### config.mk
export PLATFORM = sky130hd
export DESIGN_NAME = charger_config_registers
export DESIGN_NICKNAME = d
export VERILOG_FILES = /design/src/design/charger_cfg_pkg.sv /design/src/design/charger_config_registers.sv
export SDC_FILE = /design/constraint.sdc
export NUM_CORES = 1
export LEC_CHECK = 0
export BUFFER_PORTS_ARGS = -buffer_cell sky130_fd_sc_hd__buf_2
export CAP_MARGIN = 15
export CORE_MARGIN = 4
export CORE_UTILIZATION = 55
export CTS_BUF_LIST = sky130_fd_sc_hd__clkbuf_8
export DETAILED_ROUTE_END_ITERATION = 7
export PLACE_DENSITY = 0.85
export SLEW_MARGIN = 30
export SYNTH_ARGS = -nofsm -noshare
export SYNTH_HDL_FRONTEND = slang
export SYNTH_SLANG_ARGS = --single-unit
### constraint.sdc
create_clock -name clk_sys_i -period 2.2 [get_ports clk_sys_i]
set_input_delay 0.44 -clock clk_sys_i [delete_from_list [all_inputs] [get_ports clk_sys_i]]
set_output_delay 0.44 -clock clk_sys_i [all_outputs]
set_load 0.01 [all_outputs]
### src/design/charger_cfg_pkg.sv
package charger_cfg_pkg;

    // Register offsets on the serial control bus
    localparam logic [7:0] BATTERY_VOLTAGE_CONFIG_OFFSET   = 8'h04;
    localparam logic [7:0] TERMINATION_TIMER_CONFIG_OFFSET = 8'h05;
    localparam logic [7:0] MISC_OPERATION_CONTROL_OFFSET   = 8'h06;

    // Reset values
    localparam logic [7:0] BATTERY_VOLTAGE_CONFIG_RESET   = 8'ha3;
    localparam logic [7:0] TERMINATION_TIMER_CONFIG_RESET = 8'h3a;
    localparam logic [7:0] MISC_OPERATION_CONTROL_RESET   = 8'hc0;

    // Bits restored by watchdog expiry
    localparam logic [7:0] BATTERY_WATCHDOG_MASK = 8'hff;
    localparam logic [7:0] TIMER_WATCHDOG_MASK   = 8'h1f;
    localparam logic [7:0] MISC_WATCHDOG_MASK    = 8'hdf;

    // Watchdog limit codes
    localparam logic [1:0] WATCHDOG_LIMIT_OFF = 2'h0;

    // Charge state codes seen on the status input
    localparam logic [1:0] CHARGE_STATE_IDLE = 2'h0;
    localparam logic [1:0] CHARGE_STATE_PRE  = 2'h1;
    localparam logic [1:0] CHARGE_STATE_FAST = 2'h2;
    localparam logic [1:0] CHARGE_STATE_DONE = 2'h3;

    typedef struct packed {
        logic [5:0] regulation_voltage_code;
        logic       precharge_threshold_high;
        logic       recharge_offset_large;
    } battery_voltage_config_type;

    typedef struct packed {
        logic       discharge_watchdog_enable;
        logic [1:0] watchdog_limit;
        logic       termination_enable;
        logic       safety_timer_enable;
        logic [1:0] fast_charge_timer_length;
        logic       post_termination_charge_keep;
    } termination_timer_config_type;

    typedef struct packed {
        logic temperature_monitor_enable;
        logic timer_doubling_enable;
        logic battery_switch_off;
        logic power_good_irq_mask;
        logic end_of_charge_irq_mask;
        logic charge_state_irq_mask;
        logic temperature_irq_mask;
        logic battery_overvoltage_irq_mask;
    } misc_operation_control_type;

    typedef struct packed {
        logic       write;
        logic       read;
        logic [7:0] address;
        logic [7:0] data;
    } reg_request_type;

    typedef struct packed {
        logic power_good;
        logic end_of_charge;
        logic temperature;
        logic battery_overvoltage;
    } event_type;

    typedef struct packed {
        battery_voltage_config_type   battery_voltage_config;
        termination_timer_config_type termination_timer_config;
        misc_operation_control_type   misc_operation_control;
        logic [1:0]                   charge_state_last;
        logic [7:0]                   read_data;
        logic                         irq;
    } state_type;

endpackage

### src/design/charger_config_registers.sv
`timescale 1ns/10ps
// Functional notes
// - Battery bits 7:2: regulation 3.60V plus 15mV per step, default 4.2V.
// - Battery bit 1 picks precharge threshold 2.8V or 3.0V, default 3.0V.
// - Battery bit 0 picks recharge drop 100mV or 200mV, default 200mV.
// - Battery register returns to 0xa3 on any reset or watchdog expiry.
// - Timer bits 6:5 give watchdog limit off, 40s, 80s, 160s; default 40s.
// - Limit 00 keeps watchdog inactive regardless of discharge enable bit 7.
// - Timer register 0x3a on reset; watchdog expiry restores bits 4:0 only.
// - Timer bit 4 permits charge termination, default permitted.
// - Bit 3 enables safety timer; bits 2:1 pick 3, 5, 8, 12 hours.
// - Timer bit 0 keeps charge current flowing after termination.
// - Misc bit 6 doubles safety timer during power-path management.
// - Misc bit 5 forces battery switch off; it never turns it on.
// - Misc bits 4:0 mask five interrupts; 1 suppresses.
// - Unmasked charge state interrupt fires on idle, precharge, fast moves.
// - Misc register 0xc0 on reset; watchdog restores all but switch off bit.
// - Writing 1 to register reset restores defaults; 0 changes nothing.
module charger_config_registers (
    input  wire logic                            clk_sys_i,
    input  wire logic                            nrst_i,
    input  wire charger_cfg_pkg::reg_request_type req_i,
    input  wire logic                            register_reset_i,
    input  wire logic                            watchdog_expiry_reset_i,
    input  wire logic                            discharge_mode_i,
    input  wire logic                            power_path_management_i,
    input  wire logic [1:0]                      charge_state_i,
    input  wire charger_cfg_pkg::event_type      events_i,
    output logic [7:0]                           read_data_o,
    output logic [5:0]                           regulation_voltage_code_o,
    output logic                                 precharge_threshold_high_o,
    output logic                                 recharge_offset_large_o,
    output logic                                 watchdog_active_o,
    output logic [1:0]                           watchdog_limit_o,
    output logic                                 termination_enable_o,
    output logic                                 safety_timer_enable_o,
    output logic [1:0]                           fast_charge_timer_length_o,
    output logic                                 post_termination_charge_keep_o,
    output logic                                 safety_timer_doubled_o,
    output logic                                 temperature_monitor_enable_o,
    output logic                                 battery_switch_off_o,
    output logic                                 irq_o
);

    charger_cfg_pkg::state_type state_reg;
    charger_cfg_pkg::state_type state_next;

    function automatic logic charging_state(input logic [1:0] s);
        charging_state = (s == charger_cfg_pkg::CHARGE_STATE_IDLE) ||
                         (s == charger_cfg_pkg::CHARGE_STATE_PRE)  ||
                         (s == charger_cfg_pkg::CHARGE_STATE_FAST);
    endfunction

    logic [7:0] battery_now;
    logic [7:0] timer_now;
    logic [7:0] misc_now;
    logic       state_change;

    always_comb begin
        state_next  = state_reg;
        battery_now = state_reg.battery_voltage_config;
        timer_now   = state_reg.termination_timer_config;
        misc_now    = state_reg.misc_operation_control;
        if (register_reset_i) begin
            battery_now = charger_cfg_pkg::BATTERY_VOLTAGE_CONFIG_RESET;
            timer_now   = charger_cfg_pkg::TERMINATION_TIMER_CONFIG_RESET;
            misc_now    = charger_cfg_pkg::MISC_OPERATION_CONTROL_RESET;
        end else if (watchdog_expiry_reset_i) begin
            battery_now = charger_cfg_pkg::BATTERY_VOLTAGE_CONFIG_RESET;
            timer_now   = (timer_now & ~charger_cfg_pkg::TIMER_WATCHDOG_MASK)
                | (charger_cfg_pkg::TERMINATION_TIMER_CONFIG_RESET
                   & charger_cfg_pkg::TIMER_WATCHDOG_MASK);
            misc_now    = (misc_now & ~charger_cfg_pkg::MISC_WATCHDOG_MASK)
                | (charger_cfg_pkg::MISC_OPERATION_CONTROL_RESET
                   & charger_cfg_pkg::MISC_WATCHDOG_MASK);
        end else if (req_i.write) begin
            case (req_i.address)
                charger_cfg_pkg::BATTERY_VOLTAGE_CONFIG_OFFSET: begin
                    battery_now = req_i.data;
                end
                charger_cfg_pkg::TERMINATION_TIMER_CONFIG_OFFSET: begin
                    timer_now = req_i.data;
                end
                charger_cfg_pkg::MISC_OPERATION_CONTROL_OFFSET: begin
                    misc_now = req_i.data;
                end
                default: begin
                end
            endcase
        end
        state_next.battery_voltage_config   = battery_now;
        state_next.termination_timer_config = timer_now;
        state_next.misc_operation_control   = misc_now;

        if (req_i.read) begin
            case (req_i.address)
                charger_cfg_pkg::BATTERY_VOLTAGE_CONFIG_OFFSET:
                    state_next.read_data = state_reg.battery_voltage_config;
                charger_cfg_pkg::TERMINATION_TIMER_CONFIG_OFFSET:
                    state_next.read_data = state_reg.termination_timer_config;
                charger_cfg_pkg::MISC_OPERATION_CONTROL_OFFSET:
                    state_next.read_data = state_reg.misc_operation_control;
                default:
                    state_next.read_data = 8'h00;
            endcase
        end

        // Status transitions among idle, precharge and fast charge only
        state_change = (charge_state_i != state_reg.charge_state_last) &&
                       charging_state(charge_state_i) &&
                       charging_state(state_reg.charge_state_last);
        state_next.charge_state_last = charge_state_i;
        state_next.irq =
            (events_i.power_good &&
             !state_reg.misc_operation_control.power_good_irq_mask) ||
            (events_i.end_of_charge &&
             !state_reg.misc_operation_control.end_of_charge_irq_mask) ||
            (state_change &&
             !state_reg.misc_operation_control.charge_state_irq_mask) ||
            (events_i.temperature &&
             !state_reg.misc_operation_control.temperature_irq_mask) ||
            (events_i.battery_overvoltage &&
             !state_reg.misc_operation_control.battery_overvoltage_irq_mask);
    end

    always_ff @(posedge clk_sys_i or negedge nrst_i) begin
        if (!nrst_i) begin
            state_reg.battery_voltage_config <=
                charger_cfg_pkg::BATTERY_VOLTAGE_CONFIG_RESET;
            state_reg.termination_timer_config <=
                charger_cfg_pkg::TERMINATION_TIMER_CONFIG_RESET;
            state_reg.misc_operation_control <=
                charger_cfg_pkg::MISC_OPERATION_CONTROL_RESET;
            state_reg.charge_state_last <= charger_cfg_pkg::CHARGE_STATE_IDLE;
            state_reg.read_data         <= 8'h00;
            state_reg.irq               <= 1'b0;
        end else begin
            state_reg <= state_next;
        end
    end

    assign read_data_o = state_reg.read_data;
    assign regulation_voltage_code_o =
        state_reg.battery_voltage_config.regulation_voltage_code;
    assign precharge_threshold_high_o =
        state_reg.battery_voltage_config.precharge_threshold_high;
    assign recharge_offset_large_o =
        state_reg.battery_voltage_config.recharge_offset_large;
    assign watchdog_limit_o =
        state_reg.termination_timer_config.watchdog_limit;
    assign watchdog_active_o =
        (state_reg.termination_timer_config.watchdog_limit !=
         charger_cfg_pkg::WATCHDOG_LIMIT_OFF) &&
        (!discharge_mode_i ||
         state_reg.termination_timer_config.discharge_watchdog_enable);
    assign termination_enable_o =
        state_reg.termination_timer_config.termination_enable;
    assign safety_timer_enable_o =
        state_reg.termination_timer_config.safety_timer_enable;
    assign fast_charge_timer_length_o =
        state_reg.termination_timer_config.fast_charge_timer_length;
    assign post_termination_charge_keep_o =
        state_reg.termination_timer_config.post_termination_charge_keep;
    assign safety_timer_doubled_o =
        state_reg.misc_operation_control.timer_doubling_enable &&
        power_path_management_i;
    assign temperature_monitor_enable_o =
        state_reg.misc_operation_control.temperature_monitor_enable;
    assign battery_switch_off_o =
        state_reg.misc_operation_control.battery_switch_off;
    assign irq_o = state_reg.irq;

endmodule

# Yosys cells after proc, flatten, opt, wreduce, memory -nomap -nowiden
# Cells that the tools add are included.
# word_totals
regBits	35
in_bits	30
output_inout_bits	28
# op_classes
eq_ne	9
n_mux	13
n_reduce_logical	39
# ops
op	n
2-to-1 mux 8 bit	12
== test 8 x 3 -> 1 bit (second input constant)	3
one-hot mux 8 bit (3 select lines)	1
nonzero test 3 bit	4
logical AND 1 bit	9
logical OR 1 bit	9
nonzero test 2 bit	4
logical NOT 1 bit	6
AND reduction 2 bit	3
AND reduction 3 bit	2
== test 2 x 1 -> 1 bit (second input constant)	2
== test 2 bit (second input constant)	2
logical NOT 2 bit	2
!= test 2 bit	1
!= test 2 bit (second input constant)	1

# Logic depth before layout (Yosys ltp)
# Gate-level depths: netlist (run 1).
# depth
depth_word	9
depth_mapped	6
ltp_nobuf	3

# Worst setup path before layout (run 1)
# No wires, ideal clock.
# synth_path
path_kind	input -> register
from	input port req_i[13] (netlist bit)
to	register state_reg (netlist bit regulation_voltage_code_o[0])
setup_ps	132
arrival_ps	1355
t_required_ps	2068
setup_slack_ps	714
stages	3
path_buffers	0
cell_sequence	nor4_4 -> nand4_2 -> mux2i_1
# synth_between
elab_chain_cells	3
# synth_rtl
element	line_no	text
from (decl)	charger_config_registers.sv:22	input wire charger_cfg_pkg::reg_request_type req_i,
== test 8 x 3 -> 1 bit	charger_config_registers.sv:77	case (req_i.address)
nonzero test 3 bit (no line)	--	
AND reduction 2 bit (no line)	--	
to (signal assigned)	charger_config_registers.sv:138	state_reg <= state_next;
to (decl)	charger_config_registers.sv:45	charger_cfg_pkg::state_type state_reg;
# Every way passes these cells.
# A chain may end at the register's enable or synchronous reset.

# Final worst setup path (run 1)
# layout_path
from	register state_reg (netlist bit watchdog_limit_o[0])
to	output port watchdog_active_o
# layout_between
elab_chain_cells	2
# layout_rtl
element	line_no	text
nonzero test 2 bit	charger_config_registers.sv:152	(state_reg.termination_timer_config.watchdog_limit !=
logical AND 1 bit	charger_config_registers.sv:153	charger_cfg_pkg::WATCHDOG_LIMIT_OFF) &&
to (decl)	charger_config_registers.sv:33	output logic watchdog_active_o,
# Every way passes these cells.

==> out/qor.txt, run 1 <==
DR DRC count: 0
Clock Sinks: 35
Cell count after placement: 262
Post-DP HPWL: 3.076 mm
CP Capture Type: output pin
Setup TNS: 0 ns
Maximum clock path buffer count: 2
Max Fanout on Critical Path: 4
Data required, critical path: 1.76 ns
Max FFs per register: 9
IO Port Bufs: 57
Die Y: 66.55 um
CP Cell Sequence: nor2_1 > a21oi_1 > buf_2
Core Rows: 20
Root Buffer: clkbuf_8
Largest cells by area after synthesis: dfrtp_1 (33%), mux2i_1 (17%), dfstp_2 (14%), buf_4 (7.2%), nor2_1 (4.6%)
Leakage: 1.186 nW
Syn_area_per_cell: 10.14 um^2
Placed Area: 2069 um^2
Hold Path Class: in -> async
Largest net degree at the start of global routing: 36
NumNets Final: 255
Final Non-Filler Cells: 270
GRT Residual Overflow: 0
Number of buffers added for setup after CTS: 0
Final core utilization: 0.6817
# resized after CTS: 0
Critical path class: reg -> out
CP max stage delay: 0.56 ns
TritonCTS clock tree: yes
Status: finished, final reports clean
Fill count: 282
DRT Pass-1 Iters: 4
Routed vias: 1,414
Synth top area share: 0.3318
All-Layer GR Usage: 0.1999
Final period utilization: 0.7144
CTS Buf Count: 5
Post-synthesis sequential area ratio: 0.4711
Critical path arrival: 1.13 ns
Fin area: 2150 um^2
Die width: 66.55 um
Post-synth cell types: 24
Initial antenna violation count: 0
Synth area leader: dfrtp_1
Layout cell share with drive strength beyond 1: 0.3496
Max transition margin: 0.5013
Flip-flop and latch count after synthesis: 35
Area Growth Syn to Fin: 14.00%
Final hold vios: 0
H-tree depth: 2
Largest vdd supply drop: 378.4 uV
Minimum clock period: 1.572 ns
Register area: 888.4 um^2
First-pass GRT wire length: 6.596 mm
Core area: 3153 um^2
Routability cong.: 0.8258
Worst-skew pair later-pin latency: 0.28 ns
DRT antenna net count: 0
Grt met3 use: 0.05396
Critical Path Start Type: register
Met1 usage: 0.2516
Vias in the first global route: 1,401
Syn Nets: 216
Clk pin slew, worst setup/hold paths: 0.07 ns
Hold buffers post-CTS: 0
Max-Cap Viols: 0
Yosys warns: 0
DR vias/cell: 5.237
Die area: 4429 um^2
Initial Util: 0.5980
Worst-Margin Slew: 0.7480 ns
Syn Inst Count: 186
WL final: 4.068 mm
Clock Skew: 0.006887 ns
Critical Path Slowest Stage Cell: dfstp_2
DR WL/cell: 15.07 um
Mapped Area: 1886 um^2
PD cells: 554.3 nW/um^2
# setup viols final: 0
Most used routing layer: met2
Grt met2 use: 0.3329
Max Freq: 636.3 MHz
I/O pin count: 58
Area occupied by multi-input gates: 792.0 um^2
Unrepaired setup endpoints after global routing: no
Final antenna diode count: 0
Initial DRC count: 67
Max Slew Vio Count: 0
[routing by layer]
metal,vias up,share of wire
li1,688,-
met1,677,0.45
met2,42,0.49
met3,7,0.049
met4,0,0.010
met5,-,0
[path summary, 6_finish.rpt]
kind	start	to	slack (ns)	cells past startpoint
max	watchdog_limit_o[0]	watchdog_active_o	0.63	3
min	nrst_i	fast_charge_timer_length_o[1]	0.22	1
max reg2reg	regulation_voltage_code_o[2]	read_data_o[4]	1.17	3
min reg2reg	state_reg[13]	irq_o	0.51	1
max in group asynchronous	nrst_i	watchdog_limit_o[1]	1.50	1
min in group clk_sys_i	charge_state_i[0]	state_reg[9]	0.27	1
[power breakdown]
group	switching [mW]	internal, mW	leakage (nW)
clock network	0.215	0.211	0.0519
logic	0.0681	0.0490	0.689
registers	0.00112	0.648	0.445
total	0.284	0.907	1.19
[final cells by class]
cell class | count | share of cell area
sequential | 35 | 0.4133
multi-input combinational | 115 | 0.3685
timing repair buffer | 59 | 0.1397
clock buffer | 5 | 0.03201
tap | 44 | 0.02561
inverter | 9 | 0.01572
clock inverter | 3 | 0.005239
[Yosys cell counts (all sizes together)]
library cell   n
a21oi          1
a2bb2oi        8
and2           1
buf           21
clkbuf         6
dfrtp         25
dfstp         10
inv            9
mux2i         32
nand2         17
nand2b         6
nand3          1
nand4          5
nor2          23
nor2b          8
nor4           2
o21ai          1
o22ai          8
or2            1
xnor2          1
[layout by cell type (no fill, tap or decap)]
master / synthesis / routed
or2_2: 1 / 1
nand4_2: 3 / 3
nor4_1: 1 / 1
dfrtp_1: 25 / 25
nand4_1: 2 / 2
nor2b_1: 8 / 8
buf_2: 2 / 57
a2bb2oi_1: 8 / 8
inv_1: 9 / 12
nor4_4: 1 / 1
o21ai_0: 1 / 1
mux2i_1: 32 / 32
dfstp_2: 10 / 10
a21oi_1: 1 / 1
buf_4: 18 / 2
nand2b_1: 6 / 6
nand2_1: 17 / 17
clkbuf_8: 0 / 5
and2_1: 1 / 1
nor2_1: 23 / 23
xnor2_1: 1 / 1
o22ai_1: 8 / 8
nand3_1: 1 / 1
[kinds of logic (layout without fill, tap and decap cells)]
family,count (synthesis),after routing,synth area share
buffers and inverters,36,76,0.1088
muxes,32,32,0.1699
and+or+nand+nor,64,64,0.1765
DFF,35,35,0.4711
xor gates and xnor gates,1,1,0.004646
AOI/OAI and AO/OA,18,18,0.06901
[through the flow]
step	hold slack (ns)	setup slack [ns]	power (mW)
6_report	0.2216	0.6284	1.192
4_1_cts	0.2417	0.6335	1.197
3_5_place_dp	0.4903	0.3925	0.7773
2_1_floorplan	0.1444	0.7137	0.7217
5_1_grt	0.2641	0.5914	1.249
3_3_place_gp	0.4857	0.4781	0.7752
[worst max-delay path: cells and delay by family (launching register included)]
kind / cells / cell delay [ns]
AOI/OAI and AO/OA: 1 / 0.10
and+or+nand+nor: 1 / 0.04
buffers and inverters: 1 / 0.14
DFF: 1 / 0.56
No activity file was read; power rests on OpenSTA's default activity.
==> run 2: changes to the inputs <==
Settings changed: ABC_AREA from default to 1, CORE_UTILIZATION 55 to 54, PLACE_DENSITY 0.85 to 0.82.
Clock period 2.2 ns to 1.6 ns, I/O delays scaled along.
==> out/qor.txt, run 2 <==
Status: finished, final reports clean
Commonest cells post-synth: nand2_1 (91), nand3_1 (34), dfrtp_1 (25)
Largest net degree at the start of global routing: 36
Die width: 69.55 um
Max-Cap Viols: 0
IO Port Bufs: 57
Yosys warns: 0
WL final: 4.368 mm
CP Cell Sequence: nor2_1 > a21oi_1 > buf_2
Count leader, synth: nand2_1
Routed vias: 1,749
Commonest cells after routing, fill and taps aside: nand2_1 (91), buf_2 (57), nand3_1 (34), dfrtp_1 (25), inv_1 (17)
Max Freq: 691.5 MHz
Register area: 888.4 um^2
Final core utilization: 0.6476
NumNets Final: 327
Placed Area: 2238 um^2
All-Layer GR Usage: 0.1937
Syn Nets: 283
Critical path arrival: 1.13 ns
Flip-flop and latch count after synthesis: 35
Synth async-reset ratio: 1.000
Initial Util: 0.5588
H-tree depth: 2
Layout cell share with drive strength beyond 1: 0.3490
Core Rows: 22
Clock Skew: 0.004700 ns
Final period utilization: 0.9038
Maximum clock path buffer count: 2
Data required, critical path: 1.28 ns
Post-DP HPWL: 3.401 mm
Leakage: 1.430 nW
Clock Sinks: 35
Max Fanout on Critical Path: 4
First-pass GRT wire length: 7.521 mm
Hold Path Class: in -> async
Initial DRC count: 122
Minimum clock period: 1.446 ns
CP max stage delay: 0.55 ns
Max Slew Vio Count: 0
PD cells: 882.4 nW/um^2
Largest cells by area after synthesis: dfrtp_1 (31%), nand2_1 (17%), dfstp_2 (13%), nand3_1 (8.3%), nor2_8 (6.9%)
Main flop type after synthesis: dfrtp_1
Max transition margin: 0.7133
DR DRC count: 0
Die area: 4837 um^2
Area Growth Syn to Fin: 15.90%
Fill count: 329
CP Capture Type: output pin
Post-synth cell types: 22
Post-synthesis sequential area ratio: 0.4343
Vias in the first global route: 1,630
CTS Buf Count: 5
Root Buffer: clkbuf_8
Syn Inst Count: 253
Synth top area share: 0.3058
DR WL/cell: 12.62 um
Unrepaired setup endpoints after global routing: no
DR vias/cell: 5.055
DRT antenna net count: 0
DRT Pass-1 Iters: 4
Critical path class: reg -> out
Area occupied by multi-input gates: 903.4 um^2
Synth area leader: dfrtp_1
Fin area: 2371 um^2
Final hold vios: 0
Clk pin slew, worst setup/hold paths: 0.07 ns
TritonCTS clock tree: yes
Overall power: 2.092 mW
Critical Path Start Type: register
Routability cong.: 0.8270
Most common cell after layout, fill and taps aside: nand2_1
GRT Residual Overflow: 0
I/O pin count: 58
Worst-Margin Slew: 0.4301 ns
# setup viols final: 0
Critical Path Slowest Stage Cell: dfstp_2
Die Y: 69.55 um
Number of buffers added for setup after CTS: 0
Worst-skew pair later-pin latency: 0.29 ns
Mapped Area: 2046 um^2
Core area: 3661 um^2
Largest vdd supply drop: 552.7 uV
Initial antenna violation count: 0
# resized after CTS: 0
Setup TNS: 0 ns
EDFF count, synth: 0
Final antenna diode count: 0
Syn_area_per_cell: 8.086 um^2
Max FFs per register: 9
Hold buffers post-CTS: 0
==> run 2: worst max-delay path, delay by kind of cell, from the launching register on <==
kind                   cells  cell delay [ns]
DFF                        1             0.55
buffers and inverters      1             0.14
AOI/OAI and AO/OA          1             0.10
and+or+nand+nor            1             0.04
==> run 2: cells by family after synthesis <==
family / share of synthesized area
simple gates: 0.3994
buf+inv: 0.1242
flops: 0.4342
compound gates: 0.03792
xor+xnor: 0.004282
==> run 2: worst paths after layout <==
path,start,to,slack (ns),cells after the start
max,watchdog_limit_o[0],watchdog_active_o,0.15,3
min,nrst_i,watchdog_limit_o[1],0.04,2
max reg2reg,regulation_voltage_code_o[3],read_data_o[5],0.67,4
min reg2reg,read_data_o[5],read_data_o[5],0.47,2
max in group asynchronous,nrst_i,state_reg[17],1.21,2
min in group clk_sys_i,charge_state_i[1],state_reg[10],0.14,1
==> run 2: final cells by class <==
| type | count | area share |
|---|---|---|
| Timing Repair Buffer | 59 | 0.1266 |
| Tap cell | 48 | 0.02533 |
| Multi-Input combinational cell | 173 | 0.3810 |
| Clock inverter | 3 | 0.02691 |
| Sequential cell | 35 | 0.3747 |
| Clock buffer | 5 | 0.02902 |
| Inverter | 23 | 0.03641 |
==> run 2: per-stage QoR <==
stage               std cells  hold slack [ns]  setup WS, ns
global route              346          0.08690       0.07018
CTS                       346          0.05663        0.1409
detailed placement        338           0.3761        0.2154
finish                    346          0.03827        0.1539
global placement          338           0.3754        0.2389
floorplan                 253          0.02441        0.4532
==> run 2: per-layer routing <==
metal / GRT usage / vias up / routed length (um)
met2: 0.2956 / 67 / 2056
met5: 0 / - / 0
met3: 0.03913 / 8 / 345
li1: - / 871 / -
met4: 0.09544 / 0 / 68
met1: 0.2619 / 803 / 1898
==> run 2: report_power, final <==
| group | total [mW] | switching [mW] | internal (mW) |
|---|---|---|---|
| Sequential | 0.933 | 0.0173 | 0.916 |
| Combinational | 0.216 | 0.142 | 0.0740 |
| Clock | 0.943 | 0.327 | 0.616 |
| Total | 2.09 | 0.486 | 1.61 |
==> run 3: changes to the inputs <==
Settings changed: ABC_AREA 1 to default, CELL_PAD_IN_SITES_DETAIL_PLACEMENT from default to 0, CELL_PAD_IN_SITES_GLOBAL_PLACEMENT from default to 1, CORE_MARGIN 4 to 5, CORE_UTILIZATION 54 to 40, PLACE_DENSITY 0.82 to default, PLACE_DENSITY_LB_ADDON from default to 0.1.
==> out/qor.txt, run 3 (synthesis results as in run 1) <==
Status: finished, final reports clean
Most common cell after layout, fill and taps aside: buf_2
Final antenna diode count: 0
I/O pin count: 58
DR WL/cell: 15.17 um
Clk pin slew, worst setup/hold paths: 0.07 ns
Unrepaired setup endpoints after global routing: no
DRT Pass-1 Iters: 4
Hold slack: 0.06880 ns
Die area: 6187 um^2
H-tree depth: 2
Worst-Margin Slew: 0.4508 ns
Die Y: 78.66 um
TritonCTS clock tree: yes
Final core utilization: 0.4738
CP Cell Sequence: nor2_1 > a21oi_1 > buf_2
DR vias/cell: 4.916
WL final: 4.340 mm
Setup TNS: 0 ns
All-Layer GR Usage: 0.1465
CP Capture Type: output pin
Fin area: 2208 um^2
Cell count after placement: 278
Hold Path Class: in -> async
Initial Util: 0.4046
Critical path arrival: 1.12 ns
Clock Sinks: 35
GRT Residual Overflow: 0
# resized after CTS: 0
Worst-skew pair later-pin latency: 0.27 ns
Largest net degree at the start of global routing: 36
# setup viols final: 0
Root Buffer: clkbuf_8
Vias in the first global route: 1,494
Leakage: 1.214 nW
Layout cell share with drive strength beyond 1: 0.3707
Final Non-Filler Cells: 286
IO Port Bufs: 57
Critical R2R Launch: regulation_voltage_code_o[2]
R2r worst-path depth: 3
Minimum clock period: 1.436 ns
Largest vdd supply drop: 338.7 uV
Routability cong.: 0.7604
Max-Cap Viols: 0
Die width: 78.66 um
Maximum clock path buffer count: 2
NumNets Final: 261
Number of buffers added for setup after CTS: 0
Initial antenna violation count: 0
Max Freq: 696.5 MHz
Initial DRC count: 60
CP max stage delay: 0.55 ns
Area Growth Syn to Fin: 17.12%
DRT antenna net count: 0
Final period utilization: 0.8974
PD cells: 744.7 nW/um^2
Placed Area: 2127 um^2
Final hold vios: 0
Post-DP HPWL: 3.354 mm
Routed vias: 1,406
CTS Buf Count: 5
Hold buffers post-CTS: 0
Reg-to-reg endpoint: read_data_o[4]
Core Rows: 25
Max Fanout on Critical Path: 4
Data required, critical path: 1.28 ns
Flop2flop setup slack: 0.59 ns
Commonest cells after routing, fill and taps aside: buf_2 (57), mux2i_1 (32), dfrtp_1 (25), nor2_1 (23), nand2_1 (17)
Max Slew Vio Count: 0
DR DRC count: 0
Max FFs per register: 9
Clock Skew: 0.002868 ns
Critical Path Start Type: register
Critical path class: reg -> out
Core area: 4661 um^2
First-pass GRT wire length: 7.100 mm
Critical Path Slowest Stage Cell: dfstp_2
Max transition margin: 0.6995
==> run 3: power by group <==
| group | switching, mW | leakage [nW] | internal, mW |
|---|---|---|---|
| clock network | 0.290 | 0.0505 | 0.292 |
| logic | 0.0962 | 0.719 | 0.0744 |
| registers | 0.00141 | 0.445 | 0.890 |
==> run 3: cell type report <==
class / instances / area, um^2
Timing Repair Buffer: 65 / 345.3
Multi-Input combinational cell: 115 / 792.0
Inverter: 9 / 33.78
Tap cell: 54 / 67.56
Sequential cell: 35 / 888.4
Clock inverter: 3 / 12.51
Fill cell: 470 / 2452
Clock buffer: 5 / 68.82
==> run 3: worst max-delay path by stage <==
stage,startpoint,cells past startpoint,end
2_1_floorplan,req_i[13],3,regulation_voltage_code_o[0]
3_3_place_gp,req_i[13],5,state_reg[13]
3_5_place_dp,req_i[13],5,state_reg[13]
4_1_cts,watchdog_limit_o[0],3,watchdog_active_o
5_1_grt,watchdog_limit_o[0],3,watchdog_active_o
6_report,watchdog_limit_o[0],3,watchdog_active_o
==> run 3: metrics by stage <==
step / setup slack, ns / power, mW
after floorplan: 0.2337 / 0.9923
after global placement: 0.1032 / 1.077
after detailed placement: 0.06979 / 1.081
after CTS: 0.1425 / 1.680
after global routing: 0.1045 / 1.735
final: 0.1642 / 1.644
==> run 3: worst max-delay path, delay by kind of cell, from the launching register on <==
family	cells	cell delay (ns)
DFF	1	0.55
AOI/OAI and AO/OA	1	0.11
and+or+nand+nor	1	0.04
buffers and inverters	1	0.14
==> run 3: metal layers <==
metal | track usage | share of wire | up-vias
met3 | 0.04358 | 0.043 | 6
met4 | 0.04196 | 0.0094 | 0
met1 | 0.1916 | 0.48 | 667
met5 | 0 | 0 | -
li1 | - | - | 701
met2 | 0.2343 | 0.47 | 32
